## src/wdr_pkg.sv

```systemverilog
// Package: constants, pin groups and the state record of the watchdog
// and reset-cause block.
// Assumes a 10 MHz pclk and an APB master with 32-bit data.
`default_nettype none

package wdr_pkg;

  // ***************************
  // Register map
  // ***************************
  localparam logic [7:0] OFS_CAUSE = 8'h00;
  localparam logic [7:0] OFS_CTRL = 8'h04;
  localparam logic [7:0] OFS_COUNT = 8'h08;

  // Reset-cause bit positions
  localparam int CAUSE_SCAN = 4;
  localparam int CAUSE_DOG = 3;
  localparam int CAUSE_DROP = 2;
  localparam int CAUSE_PIN = 1;
  localparam int CAUSE_POWER = 0;
  localparam logic [4:0] CAUSE_RESET = 5'h01;

  // Control bit positions
  localparam int CTRL_IRQ_FLAG = 7;
  localparam int CTRL_IRQ_EN = 6;
  localparam int CTRL_PRESC_HI = 5;
  localparam int CTRL_CHG_EN = 4;
  localparam int CTRL_RST_EN = 3;

  localparam logic [2:0] DROP_OFF_CODE = 3'h7;
  localparam logic [3:0] PRESC_MAX_CODE = 4'h9;

  // ***************************
  // Timing
  // ***************************
  localparam int SYS_CLK_HZ = 10_000_000;
  localparam int DOG_OSC_HZ = 128_000;
  localparam int TICK_DIV = SYS_CLK_HZ / DOG_OSC_HZ;
  localparam int STARTUP_US = 65;
  localparam int STARTUP_CYC = STARTUP_US * (SYS_CLK_HZ / 1_000_000);
  localparam int CHG_WINDOW_CYC = 4;

  // ***************************
  // Carriers
  // ***************************
  typedef struct packed {
    logic pin_reset_n;
    logic supply_below;
    logic scan_reset_bit;
  } wdr_pins_t;

  typedef struct packed {
    logic always_on_fuse;
    logic [2:0] supply_drop_level_fuses;
  } wdr_fuses_t;

  typedef struct packed {
    wdr_pins_t pins_s1;
    wdr_pins_t pins_s2;
    wdr_fuses_t fuse_s1;
    wdr_fuses_t fuse_s2;
    logic [6:0] div;
    logic tick;
    logic [20:0] cnt;
    logic [4:0] cause;
    logic irq_flag;
    logic irq_en;
    logic chg_en;
    logic [2:0] chg_cnt;
    logic rst_en;
    logic [3:0] presc;
    logic dog_pulse;
    logic chip_reset;
    logic [9:0] delay;
    logic irq_out;
    logic drop_enable;
    logic [2:0] drop_level;
    logic pready;
    logic pslverr;
    logic [31:0] prdata;
  } wdr_state_t;

endpackage : wdr_pkg

`default_nettype wire

```

## src/wdr_watchdog_reset.sv

```systemverilog
// Watchdog timer and reset-cause status with an APB register slave.
// Assumes pclk at 10 MHz, presetn as the power-on reset, and pins,
// fuses and the scan reset bit arriving from outside the pclk domain.
`default_nettype none

module wdr_watchdog_reset #(
  parameter int unsigned TIMEOUT_BASE = 2048
) (
  input wire logic pclk,
  input wire logic presetn,
  input wire logic psel,
  input wire logic penable,
  input wire logic pwrite,
  input wire logic [7:0] paddr,
  input wire logic [31:0] pwdata,
  output logic [31:0] prdata,
  output logic pready,
  output logic pslverr,
  input wire wdr_pkg::wdr_pins_t reset_pins,
  input wire wdr_pkg::wdr_fuses_t fuses,
  input wire logic dog_restart,
  input wire logic dog_irq_ack,
  output logic chip_reset_q,
  output logic dog_irq_q,
  output logic dog_reset_pulse_q,
  output logic supply_drop_enable_q,
  output logic [2:0] supply_drop_level_q
);

  // ***************************
  // State
  // ***************************
  wdr_pkg::wdr_state_t st_q;
  wdr_pkg::wdr_state_t st_d;

  logic aon;
  logic drop_on;
  logic drop_act;
  logic pin_act;
  logic scan_act;
  logic rst_en_eff;
  logic irq_en_eff;
  logic running;
  logic setup;
  logic wr;
  logic wr_cause;
  logic wr_ctrl;
  logic mapped;
  logic src_act;
  logic [3:0] code;
  logic [20:0] lim;
  logic [7:0] ctrl_rd;
  logic [7:0] wd;

  // ***************************
  // Decoded levels
  // ***************************
  // All decoding reads second sync stage only
  assign aon = st_q.fuse_s2.always_on_fuse;
  assign drop_on = st_q.fuse_s2.supply_drop_level_fuses
    != wdr_pkg::DROP_OFF_CODE;
  assign drop_act = drop_on & st_q.pins_s2.supply_below;
  assign pin_act = ~st_q.pins_s2.pin_reset_n;
  assign scan_act = st_q.pins_s2.scan_reset_bit;
  assign src_act = pin_act | drop_act | scan_act | st_q.dog_pulse;

  // Flag forces reset enable, fuse forces mode
  assign rst_en_eff = st_q.rst_en | st_q.cause[wdr_pkg::CAUSE_DOG]
    | aon;
  assign irq_en_eff = st_q.irq_en & ~aon;
  assign running = rst_en_eff | irq_en_eff;

  // Reserved codes run at the longest time-out
  assign code = (st_q.presc > wdr_pkg::PRESC_MAX_CODE)
    ? wdr_pkg::PRESC_MAX_CODE : st_q.presc;
  assign lim = 21'(TIMEOUT_BASE) << code;

  // ***************************
  // Bus decode
  // ***************************
  assign setup = psel & ~penable;
  assign wr = psel & penable & pwrite & st_q.pready;
  assign mapped = (paddr == wdr_pkg::OFS_CAUSE)
    | (paddr == wdr_pkg::OFS_CTRL)
    | (paddr == wdr_pkg::OFS_COUNT);
  assign wr_cause = wr & (paddr == wdr_pkg::OFS_CAUSE);
  assign wr_ctrl = wr & (paddr == wdr_pkg::OFS_CTRL);
  assign wd = pwdata[7:0];

  assign ctrl_rd = {st_q.irq_flag,
                    irq_en_eff,
                    st_q.presc[3],
                    st_q.chg_en,
                    rst_en_eff,
                    st_q.presc[2:0]};

  // ***************************
  // Next state
  // ***************************
  always_comb begin
    st_d = st_q;

    // Two-stage synchronisers
    st_d.pins_s1 = reset_pins;
    st_d.pins_s2 = st_q.pins_s1;
    st_d.fuse_s1 = fuses;
    st_d.fuse_s2 = st_q.fuse_s1;

    // Threshold selection to the analog comparator
    st_d.drop_level = st_q.fuse_s2.supply_drop_level_fuses;
    st_d.drop_enable = drop_on;

    // Oscillator tick from a divider, one pclk wide
    if (st_q.div == 7'(wdr_pkg::TICK_DIV - 1)) begin
      st_d.div = 7'h00;
      st_d.tick = 1'b1;
    end else begin
      st_d.div = st_q.div + 7'h01;
      st_d.tick = 1'b0;
    end

    // APB: zero-wait answer prepared in the setup cycle
    st_d.pready = setup;
    st_d.pslverr = setup & ~mapped;
    if (setup) begin
      st_d.prdata = 32'h0000_0000;
      if (!pwrite) begin
        unique case (paddr)
          wdr_pkg::OFS_CAUSE: begin
            st_d.prdata = {27'h0000000, st_q.cause};
          end
          wdr_pkg::OFS_CTRL: begin
            st_d.prdata = {24'h000000, ctrl_rd};
          end
          wdr_pkg::OFS_COUNT: begin
            st_d.prdata = {11'h000, st_q.cnt};
          end
          default: begin
            st_d.prdata = 32'h0000_0000;
          end
        endcase
      end
    end

    // Cause flags: zero write clears, event set wins
    if (wr_cause) begin
      st_d.cause = st_q.cause & wd[4:0];
    end
    if (scan_act) begin
      st_d.cause[wdr_pkg::CAUSE_SCAN] = 1'b1;
    end
    if (st_q.dog_pulse) begin
      st_d.cause[wdr_pkg::CAUSE_DOG] = 1'b1;
    end
    if (drop_act) begin
      st_d.cause[wdr_pkg::CAUSE_DROP] = 1'b1;
    end
    if (pin_act) begin
      st_d.cause[wdr_pkg::CAUSE_PIN] = 1'b1;
    end

    // Change window closes by itself
    if (st_q.chg_en) begin
      if (st_q.chg_cnt == 3'(wdr_pkg::CHG_WINDOW_CYC - 1)) begin
        st_d.chg_en = 1'b0;
        st_d.chg_cnt = 3'h0;
      end else begin
        st_d.chg_cnt = st_q.chg_cnt + 3'h1;
      end
    end

    // Control writes
    if (wr_ctrl) begin
      if (wd[wdr_pkg::CTRL_IRQ_FLAG]) begin
        st_d.irq_flag = 1'b0;
      end
      st_d.irq_en = wd[wdr_pkg::CTRL_IRQ_EN] & ~aon;
      if (wd[wdr_pkg::CTRL_CHG_EN] & wd[wdr_pkg::CTRL_RST_EN]) begin
        // Unlock opens a fresh window
        st_d.chg_en = 1'b1;
        st_d.chg_cnt = 3'h0;
        st_d.rst_en = 1'b1;
      end else if (st_q.chg_en) begin
        // Prescaler changes and reset-enable clears only happen inside the window
        st_d.rst_en = wd[wdr_pkg::CTRL_RST_EN]
          | st_q.cause[wdr_pkg::CAUSE_DOG];
        st_d.presc = {wd[wdr_pkg::CTRL_PRESC_HI], wd[2:0]};
        st_d.chg_en = 1'b0;
        st_d.chg_cnt = 3'h0;
      end else begin
        // Setting is always allowed, clearing is not
        st_d.rst_en = st_q.rst_en | wd[wdr_pkg::CTRL_RST_EN];
        if (wd[wdr_pkg::CTRL_CHG_EN]) begin
          st_d.chg_en = 1'b1;
          st_d.chg_cnt = 3'h0;
        end
      end
    end

    // Vector taken: leaves combined mode for reset mode
    if (dog_irq_ack) begin
      st_d.irq_flag = 1'b0;
      if (rst_en_eff) begin
        st_d.irq_en = 1'b0;
      end
    end

    // Watchdog counter
    st_d.dog_pulse = 1'b0;
    if (dog_restart || !running) begin
      st_d.cnt = 21'h000000;
    end else if (st_q.tick) begin
      if (st_q.cnt == lim - 21'h000001) begin
        st_d.cnt = 21'h000000;
        if (irq_en_eff && !rst_en_eff) begin
          st_d.irq_flag = 1'b1;
        end else if (irq_en_eff && !st_q.irq_flag) begin
          st_d.irq_flag = 1'b1;
        end else begin
          st_d.dog_pulse = 1'b1;
        end
      end else begin
        st_d.cnt = st_q.cnt + 21'h000001;
      end
    end

    // Reset stretch: any source holds, delay after the last one ends
    if (src_act) begin
      st_d.chip_reset = 1'b1;
      st_d.delay = 10'h000;
    end else if (st_q.chip_reset) begin
      if (st_q.delay == 10'(wdr_pkg::STARTUP_CYC - 1)) begin
        st_d.chip_reset = 1'b0;
      end else begin
        st_d.delay = st_q.delay + 10'h001;
      end
    end

    // Chip reset returns watchdog control to defaults.
    // Cause flags survive so software can read them afterwards.
    if (st_q.chip_reset) begin
      st_d.irq_flag = 1'b0;
      st_d.irq_en = 1'b0;
      st_d.chg_en = 1'b0;
      st_d.chg_cnt = 3'h0;
      st_d.rst_en = 1'b0;
      st_d.presc = 4'h0;
      st_d.cnt = 21'h000000;
    end

    // Interrupt line, also the wake request in sleep
    st_d.irq_out = st_d.irq_flag & st_d.irq_en & ~aon;
  end

  // ***************************
  // Registers
  // ***************************
  // Power-up flag is the only cause set by the async reset
  always_ff @(posedge pclk or negedge presetn) begin
    if (!presetn) begin
      st_q <= '{pins_s1: '{pin_reset_n: 1'b1, default: 1'b0},
                pins_s2: '{pin_reset_n: 1'b1, default: 1'b0},
                cause: wdr_pkg::CAUSE_RESET,
                chip_reset: 1'b1,
                default: '0};
    end else begin
      st_q <= st_d;
    end
  end

  // ***************************
  // Outputs
  // ***************************
  assign prdata = st_q.prdata;
  assign pready = st_q.pready;
  assign pslverr = st_q.pslverr;
  assign chip_reset_q = st_q.chip_reset;
  assign dog_irq_q = st_q.irq_out;
  assign dog_reset_pulse_q = st_q.dog_pulse;
  assign supply_drop_enable_q = st_q.drop_enable;
  assign supply_drop_level_q = st_q.drop_level;

endmodule : wdr_watchdog_reset

`default_nettype wire

```

## config.mk

```make
export PLATFORM = sky130hd
export DESIGN_NAME = wdr_watchdog_reset
export DESIGN_NICKNAME = d
export VERILOG_FILES = /design/src/wdr_pkg.sv /design/src/wdr_watchdog_reset.sv
export SDC_FILE = /design/constraint.sdc
export NUM_CORES = 1
export LEC_CHECK = 0
export ABC_AREA = 0
export ABC_CLOCK_PERIOD_IN_PS = 7000
export BUFFER_PORTS_ARGS = -buffer_cell sky130_fd_sc_hd__buf_4
export CORE_MARGIN = 2
export CORE_UTILIZATION = 34
export DETAILED_ROUTE_END_ITERATION = 16
export GPL_TIMING_DRIVEN = 0
export HOLD_SLACK_MARGIN = 0.06
export PLACE_DENSITY = 0.5
export RECOVER_POWER = 100
export SYNTH_ARGS = -nofsm -noshare
export SYNTH_HDL_FRONTEND = slang
export SYNTH_SLANG_ARGS = --single-unit
```

## constraint.sdc

```tcl
create_clock -name pclk -period 7 [get_ports pclk]
set_input_delay 1.4 -clock pclk [delete_from_list [all_inputs] [get_ports pclk]]
set_output_delay 1.4 -clock pclk [all_outputs]
set_load 0.005 [all_outputs]
```

After elaboration in Yosys (flattened, before gate mapping)

Cells that the tools add are included.

Output and inout bits: 41
Bits of input ports: 54
Flip-flop bits (word level): 110
Word-level logic and storage cells: 134

Order comparisons: 1
Mux-type cells: 40
$add $sub $neg: 5
Reductions and logical operators: 16
Shifts and indexed selects: 1
Bitwise gates (word level): 28
Eq/ne operators: 10

Operators by type and width:

| kind                  | count |
|---|---|
| $mux 21               | 5 |
| $pmux 21 s3           | 1 |
| $mux 11               | 4 |
| $add 21x1->21 const B | 1 |
| $eq 21x21->1          | 1 |
| $shl 12x4->21 const A | 1 |
| $sub 21x1->21 const B | 1 |
| $mux 4                | 5 |
| $mux 1                | 18 |
| $mux 5                | 3 |
| $and 1x1->1           | 13 |
| $reduce_bool 2->1     | 6 |
| $add 10x1->10 const B | 1 |
| $eq 10x10->1 const B  | 1 |
| $mux 10               | 1 |
| $or 1x1->1            | 10 |
| $eq 8x3->1 const B    | 1 |
| $eq 8x4->1 const B    | 1 |
| $logic_not 8->1       | 1 |
| $mux 8                | 1 |
| $add 7x1->7 const B   | 1 |
| $eq 7x7->1 const B    | 1 |
| $and 5x5->5           | 1 |
| $gt 4x4->1 const B    | 1 |
| 14 further kinds      | 21 |

Longest topological paths before layout

Gate-level depths: netlist of the first run.

Depth in word-level cells: 17
Depth in mapped cells: 13

Worst setup path before layout of the first run

Ideal clock, no wire load.

Path type: input -> register
Start: input port paddr[1]
End: register st_q, in the netlist dog_irq_q
Stages on the path: 6
Setup slack: 3.982 ns
Data arrival time: 2.924 ns
Data required time: 6.906 ns
Setup time: 0.094 ns
Buffers on the path: 1
Path through: nor4_1 nand2_1 nor4_1 clkbuf_1 a21boi_0 nor4b_4

RTL lines:

| element              | line                      | RTL |
|---|---|---|
| from (decl)          | wdr_watchdog_reset.sv:14  | `input wire logic [7:0] paddr,` |
| to (signal assigned) | wdr_watchdog_reset.sv:261 | `st_q <= '{pins_s1: '{pin_reset_n: 1'b1, default: 1'b0},` |
| to (signal assigned) | wdr_watchdog_reset.sv:267 | `st_q <= st_d;` |
| to (decl)            | wdr_watchdog_reset.sv:33  | `wdr_pkg::wdr_state_t st_q;` |

Worst setup path in the final report of the first run

Start: register st_q, in the netlist ctrl_rd[5]
End: register st_q[78] (netlist name)

Longest elaborated chain between the ends: 9

RTL lines:

| element         | line                      | RTL |
|---|---|---|
| $gt 4x4->1      | wdr_watchdog_reset.sv:74  | `assign code = (st_q.presc > wdr_pkg::PRESC_MAX_CODE)` |
| $mux 4 *        | wdr_watchdog_reset.sv:75  | `? wdr_pkg::PRESC_MAX_CODE : st_q.presc;` |
| $shl 12x4->21 * | wdr_watchdog_reset.sv:76  | `assign lim = 21'(TIMEOUT_BASE) << code;` |
| $sub 21x1->21 * | wdr_watchdog_reset.sv:213 | `if (st_q.cnt == lim - 21'h000001) begin` |
| $eq 21x21->1 *  | wdr_watchdog_reset.sv:213 |  |
| $mux 21 *       | wdr_watchdog_reset.sv:213 |  |
| $mux 21 *       | wdr_watchdog_reset.sv:212 | `end else if (st_q.tick) begin` |
| $mux 21 *       | wdr_watchdog_reset.sv:210 | `if (dog_restart \|\| !running) begin` |
| $mux 21 *       | wdr_watchdog_reset.sv:241 | `if (st_q.chip_reset) begin` |

Mark *: on every way between the ends. The rest lies on a longest branch, timed or not. The select of a mux whose other input is x is not followed.
A chain may end at the register's enable or synchronous reset.

==> key figures, run 1 <==
Status
  – Status: finished with violations
  – Failing checks: capacitance limit

GRT
  – Grt ovf: 0
  – First-pass GRT wire length: between 15000 and 20000 um
  – Vias in the first global route: around 3700
  – Initial antenna violation count: 1
  – Largest net degree at the start of global routing: 100
  – Total track usage: ~15%

Worst setup path
  – CP Cell Sequence: clkbuf_1 > nor2_1 > nand2_1 > ha_1 > clkbuf_1 > nor3_1 > a21oi_1 > o21ai_0 > o2111ai_1 > nand2_1 > o311ai_0
  – Data required time of the worst path: 7.23 ns
  – Critical path depth in cells: 11
  – Kind of critical path: reg2reg
  – CP peak stage delay: about 0.90 ns
  – Crit path max-delay family: compound AO/OA/AOI/OAI gates
  – Critical path capture point: st_q[78]
  – Slowest cell on crit path: o2111ai_1
  – Worst r2r dst: st_q[78]
  – Crit path arrival time: between 4 and 5 ns
  – Reg2Reg Setup Slack: about 3.2 ns
  – Bufs and invs on worst path: 2
  – Endpoint class of the critical path: register
  – Crit Path Max Fanout: 10
  – Critical Path Start Type: register
  – Worst Reg-to-Reg Cells: 11
  – Crit path from: ctrl_rd[5]
  – FF-to-FF Start: ctrl_rd[5]

Clock tree
  – Clock transition at path regs: ~0.07 ns
  – Cts hold-fix bufs: 0
  – Post-CTS Setup Bufs: 0
  – Max H-tree Level: 3
  – Total CTS buffers: 9
  – Clock sinks: 99
  – CTS root buf: clkbuf_16
  – Cts repair resizes: 0
  – Clk_lat worst skew: 0.35 ns
  – Maximum buffer depth of the clock tree: 2
  – CTS tree: done

Pwr
  – PD cells: around 200 mW/mm^2
  – Peak VDD IR: about 0.17 mV
  – Leak Pwr: about 2.6 nW

Run
  – Max-Cap Viols: 1

STA
  – Final setup vio count: 0
  – Fin Setup TNS: 0 ns
  – Unrepaired setup endpoints after global routing: false
  – Worst-Margin Slew: 1.450 ns
  – F_max: between 200 and 300 MHz
  – Slew Viols, Final: 0
  – Min Tclk post-route: roughly 3.8 ns
  – Final Hold Fails: 0
  – Rel. slew slack: under 10%
  – Clock skew: around 0.0066 ns
  – Final period util: 54.84%

Finish
  – Synthesis-to-finish area growth: 19.94%
  – Post-layout net count: about 650
  – Commonest cells after routing, fill and taps aside: dfrtp_1, buf_4, nor2_1, nand2_1, clkbuf_4
  – Final Cell Area: approximately 0.006 sq mm
  – Layout cell share with drive strength beyond 1: roughly 22%
  – Commonest non-fill, non-tap cell in the layout: dfrtp_1

Yosys
  – Netlist cell types: 65
  – Mean cell area of the mapped netlist: approximately 10 sq um
  – Yosys Warn Count: 0
  – Cell Area, Synth: between 0.004 and 0.005 sq mm
  – Sequential fraction of the synthesis area: between 40% and 50%
  – Leading area contributor after synthesis: dfrtp_1
  – Post-synth EDFFs: 0
  – Top FF cell, synth: dfrtp_1
  – Asr flop ratio synth: between 90% and 100%
  – Yosys top cell area share: 47.55%
  – Top cells by area, synth: dfrtp_1, buf_4, nor2_1
  – Post-Syn Instances: ~510
  – Post-synthesis register bit count: between 90 and 100

Floorplan
  – Die ar.: 0.01569 sq mm
  – Core Region: 0.01442 sq mm
  – Row cnt: 44
  – Die H: between 100 and 150 um
  – Die width: ~130 um
  – Top-Level Pins: 95
  – Initial Util: between 30% and 40%

Detailed routing
  – Detailed-route wire length per cell: roughly 15 um
  – Via count of the routed design: about 3800
  – Met3 WL: between 500 and 600 um
  – Pre-Repair DR Iteration Count: 5
  – Residual DRC count: 0
  – Drt total wl: between 10000 and 15000 um
  – Routed Antenna Nets: 0
  – Max Used Layer: met4
  – Met2 wire len: around 5300 um
  – DR iter-0 viols: approximately 170
  – Vias per Instance: approximately 5.0
  – DRT met1 WL: ~5400 um

Placement
  – Hpwl dp: roughly 8000 um
  – Port bufs: 57
  – Dpl cell area: about 0.0057 sq mm
  – Placer Congestion: between 0.8 and 0.9

Hold path
  – Worst hold path type: reg2reg
## power breakdown
part	internal [mW]	leakage [nW]	switching (mW)
Sequential	0.579	1.29	0.00313
Combinational	0.0221	1.15	0.0280
Clock	0.323	0.155	0.224
## state kept, by name (all words and copies together) (netlist names)
register and cells:
aon 1, chip_reset_q 1, ctrl_rd 6, dog_irq_q 1, dog_reset_pulse_q 1, prdata 21, pready 1, pslverr 1
scan_act 1, st_d 10, st_q 51, supply_drop_enable_q 1, supply_drop_level_q 3
## stage by stage
| stage | hold slack (ns) | power, mW | setup WS [ns] | std cells | utilization, % |
|---|---|---|---|---|---|
| 5_1_grt | 0.3575 | 1.229 | 2.668 | 774 | 41.56 |
| 2_1_floorplan | 0.3312 | 0.6106 | 3.982 | 516 | - |
| 6_report | 0.3488 | 1.179 | 3.161 | 775 | 41.58 |
| 4_1_cts | 0.3510 | 1.199 | 3.785 | 773 | 41.76 |
| 3_3_place_gp | 0.3316 | 0.6427 | 3.404 | 757 | 39.49 |
| 3_5_place_dp | 0.3347 | 0.6435 | 3.411 | 757 | 39.49 |
## area by class of cell
class	instances	area [sq um]
buffer	63	375.4
fill	1435	8427
sequential	99	2482
multi-input combinational	339	2071
timing repair buffer	58	451.7
clock inverter	6	88.84
inverter	15	56.30
clock buffer	10	239.0
antenna	1	2.502
tap	184	230.2
## synth_stat cells (3+ instances only)
cell / number
ha_1: 7
nor2_1: 48
clkbuf_1: 18
o21a_1: 3
or3_1: 4
a31oi_1: 4
and3_1: 6
xor2_1: 9
nand4_1: 16
dfrtp_1: 95
o21ai_0: 27
buf_2: 8
nor4_1: 5
a22oi_1: 4
o211ai_1: 3
nand3_1: 27
xnor2_1: 10
dfstp_2: 4
nand2_1: 47
nand3b_1: 5
buf_4: 35
nor3_1: 7
o311ai_0: 4
nor2b_1: 3
a21oi_1: 18
a22o_1: 13
inv_1: 15
nand2b_1: 7
mux2i_1: 10
## worst reg2reg max path, delay by kind of cell (launching register included)
kind / cells / cell delay (ns)
AOI/OAI and AO/OA: 4 / 1.63
adders and majority gates: 1 / 0.13
DFF: 1 / 0.42
and+or+nand+nor: 4 / 0.75
buffers and inverters: 2 / 0.79
## routing by layer
layer	vias to the layer above	global-route usage (%)
met5	-	0
met4	0	4.248
met3	9	5.263
met2	65	23.05
met1	1868	20.21
li1	1901	-
## cell families after synthesis
group,after synthesis,share of synthesized area [%]
buffers and inverters,78,8.834
other,1,0.07500
multiplexers,10,2.002
AND/OR/NAND/NOR,195,20.62
AO/OA/AOI/OAI,97,13.74
adder cells (fa/ha/maj),7,1.752
XOR/XNOR,19,3.328
flip-flops,99,49.65
## worst min path at each step
stage | start | end | slack (ns) | depth (start not counted)
2_1_floorplan | st_d[99] | aon | 0.33 | 0
3_3_place_gp | st_d[97] | st_d[35] | 0.33 | 0
3_5_place_dp | st_d[104] | scan_act | 0.33 | 0
4_1_cts | st_d[104] | scan_act | 0.35 | 0
5_1_grt | st_d[104] | scan_act | 0.36 | 0
6_report | st_d[104] | scan_act | 0.35 | 0
(Power assumes the default switching activity.)
==> run 2: changes to the inputs <==
Settings changed: ABC_CLOCK_PERIOD_IN_PS 7000 to 3850.
Clock period 7 ns to 3.85 ns, I/O delays scaled along.
==> run 2 against run 1 <==
The flow finishes with violations (capacitance limit, slew limit). Largest cell class unchanged. Clock skew about the same. Power grew 81%. Combinational power is 74% higher. Routed wire length is essentially flat. Core utilization fell by 0.069 points. Die area stayed put. Critical endpoint is now st_q[83]. Sequential cell count did not move. Sequential power up 82%. Cell area is 0.17% lower.
==> key figures, run 2 (synthesis gave the netlist of run 1 again) <==
STA
  – Worst hold slack: between 0.2 and 0.3 ns
  – Final setup vio count: 0
  – Clock skew: around 0.0066 ns
  – Final period util: a little under nine tenths
  – Final Hold Fails: 0
  – Worst-Margin Slew: 2.373 ns
  – Fin Setup TNS: 0 ns
  – Unrepaired setup endpoints after global routing: false
  – Min Tclk post-route: around 3.3 ns
  – Slew Viols, Final: 96
  – F_max: 304.3 MHz
  – Rel. slew slack: -58.17%

Placement
  – Dpl cell area: ~0.0057 sq mm
  – Hpwl dp: 8013 um
  – DP Cell Count: 757
  – Placer Congestion: 0.8330
  – Port bufs: 57

Floorplan
  – Row cnt: 44
  – Core Region: 0.01442 sq mm
  – Die H: ~130 um
  – Die ar.: between 0.015 and 0.02 sq mm
  – Top-Level Pins: 95
  – Die width: between 100 and 150 um
  – Initial Util: between 30% and 40%

Detailed routing
  – Pre-Repair DR Iteration Count: 4
  – DR iter-0 viols: 190
  – Detailed-route wire length per cell: about 15 um
  – Residual DRC count: 0
  – Routed Antenna Nets: 0
  – Vias per Instance: between 4 and 5
  – Drt total wl: approximately 11000 um
  – Via count of the routed design: around 3800

Status
  – Failing checks: capacitance limit, slew limit
  – Status: finished with violations

Pwr
  – Leak Pwr: 2.597 nW
  – Peak VDD IR: approximately 0.3 mV
  – PD cells: 357.1 mW/mm^2

Worst setup path
  – Crit path top cell by count: clkbuf_1
  – Slowest cell on crit path: or4b_1
  – Bufs and invs on worst path: 3
  – Endpoint class of the critical path: register
  – CP peak stage delay: 0.54 ns
  – Crit path arrival time: about 3.5 ns
  – Crit path max-delay family: simple AND/OR/NAND/NOR gates
  – Crit Path Max Fanout: 10
  – Kind of critical path: reg2reg
  – Data required time of the worst path: around 4.1 ns
  – Critical Path Start Type: register
  – CP Cell Sequence: clkbuf_1 > nor2_1 > nand2_1 > ha_1 > clkbuf_1 > or4b_1 > a211o_1 > o211ai_1 > o2111ai_4 > buf_6 > nand4_1 > o311ai_0

Finish
  – FILL cells: around 1400
  – Util after Layout: between 40% and 50%
  – Finished Layout Cells: between 700 and 800
  – Synthesis-to-finish area growth: 19.74%
  – Post-layout net count: ~650
  – Commonest cells after routing, fill and taps aside: dfrtp_1, buf_4, nor2_1
  – Multi-input gate area: about 0.0021 sq mm
  – Layout cell share with drive strength beyond 1: 22.03%
  – Sequential cell area: approximately 0.0025 sq mm
  – Most flop-heavy register: st_q
  – Number of flip-flops under the largest register name: just over 50
  – Commonest non-fill, non-tap cell in the layout: dfrtp_1
  – Final Cell Area: 0.005987 sq mm

Clock tree
  – CTS root buf: clkbuf_16
  – Clock sinks: between 90 and 100
  – Clock transition at path regs: approximately 0.070 ns
  – Clk_lat worst skew: between 0.3 and 0.4 ns
  – Post-CTS Setup Bufs: 0
  – CTS tree: done
  – Max H-tree Level: 3
  – Cts hold-fix bufs: 0
  – Maximum buffer depth of the clock tree: 2
  – Cts repair resizes: 0
  – Total CTS buffers: 9

GRT
  – Vias in the first global route: 3711
  – First-pass GRT wire length: 19060 um
  – Grt ovf: 0
  – Total track usage: ~15%
  – Largest net degree at the start of global routing: 100
  – Initial antenna violation count: 1

Run
  – Max-Cap Viols: 1

Hold path
  – Worst hold path type: in2async
==> run 2: routing by layer <==
metal  part of all wire (%)  track usage, %  vias up
met2                     47           23.05       71
met3                    5.2           5.263        8
met4                   0.71           4.248        0
met5                      0               0        -
met1                     47           20.21     1857
li1                       -               -     1908
==> run 2: area by class of cell <==
cell class	count	share of cell area [%]
clock buffer	10	3.992
clock inverter	6	1.484
buffer	63	6.395
timing repair buffer	58	7.168
tap	184	3.845
sequential	99	41.46
antenna	1	0.04180
inverter	15	0.9404
multi-input combinational	339	34.67
==> run 2: metrics by stage <==
step | worst slack [ns] | power [mW]
2_1_floorplan | 1.060 | 1.110
3_3_place_gp | 0.6722 | 1.169
3_5_place_dp | 0.6803 | 1.170
4_1_cts | 0.6616 | 2.180
5_1_grt | 0.2881 | 2.230
6_report | 0.5642 | 2.138
==> run 2: path summary, 6_finish.rpt <==
| kind | slack [ns] | endpoint | startpoint | cells after the start |
|---|---|---|---|---|
| hold reg to reg | 0.35 | scan_act | st_d[104] | 0 |
| max in group asynchronous | 1.01 | st_d[34] | presetn | 2 |
| setup reg to reg | 0.56 | st_q[83] | ctrl_rd[5] | 12 |
| hold / removal | 0.26 | prdata[11] | presetn | 1 |
| min in group pclk | 0.35 | scan_act | st_d[104] | 0 |
| setup / recovery | 0.56 | st_q[83] | ctrl_rd[5] | 12 |
==> run 2: report_power, final <==
part	switching (mW)	total (mW)	leakage, nW	internal, mW
combinational	0.0499	0.0874	1.15	0.0374
clock	0.405	0.992	0.155	0.587
sequential	0.00570	1.06	1.29	1.05
total	0.461	2.14	2.60	1.68
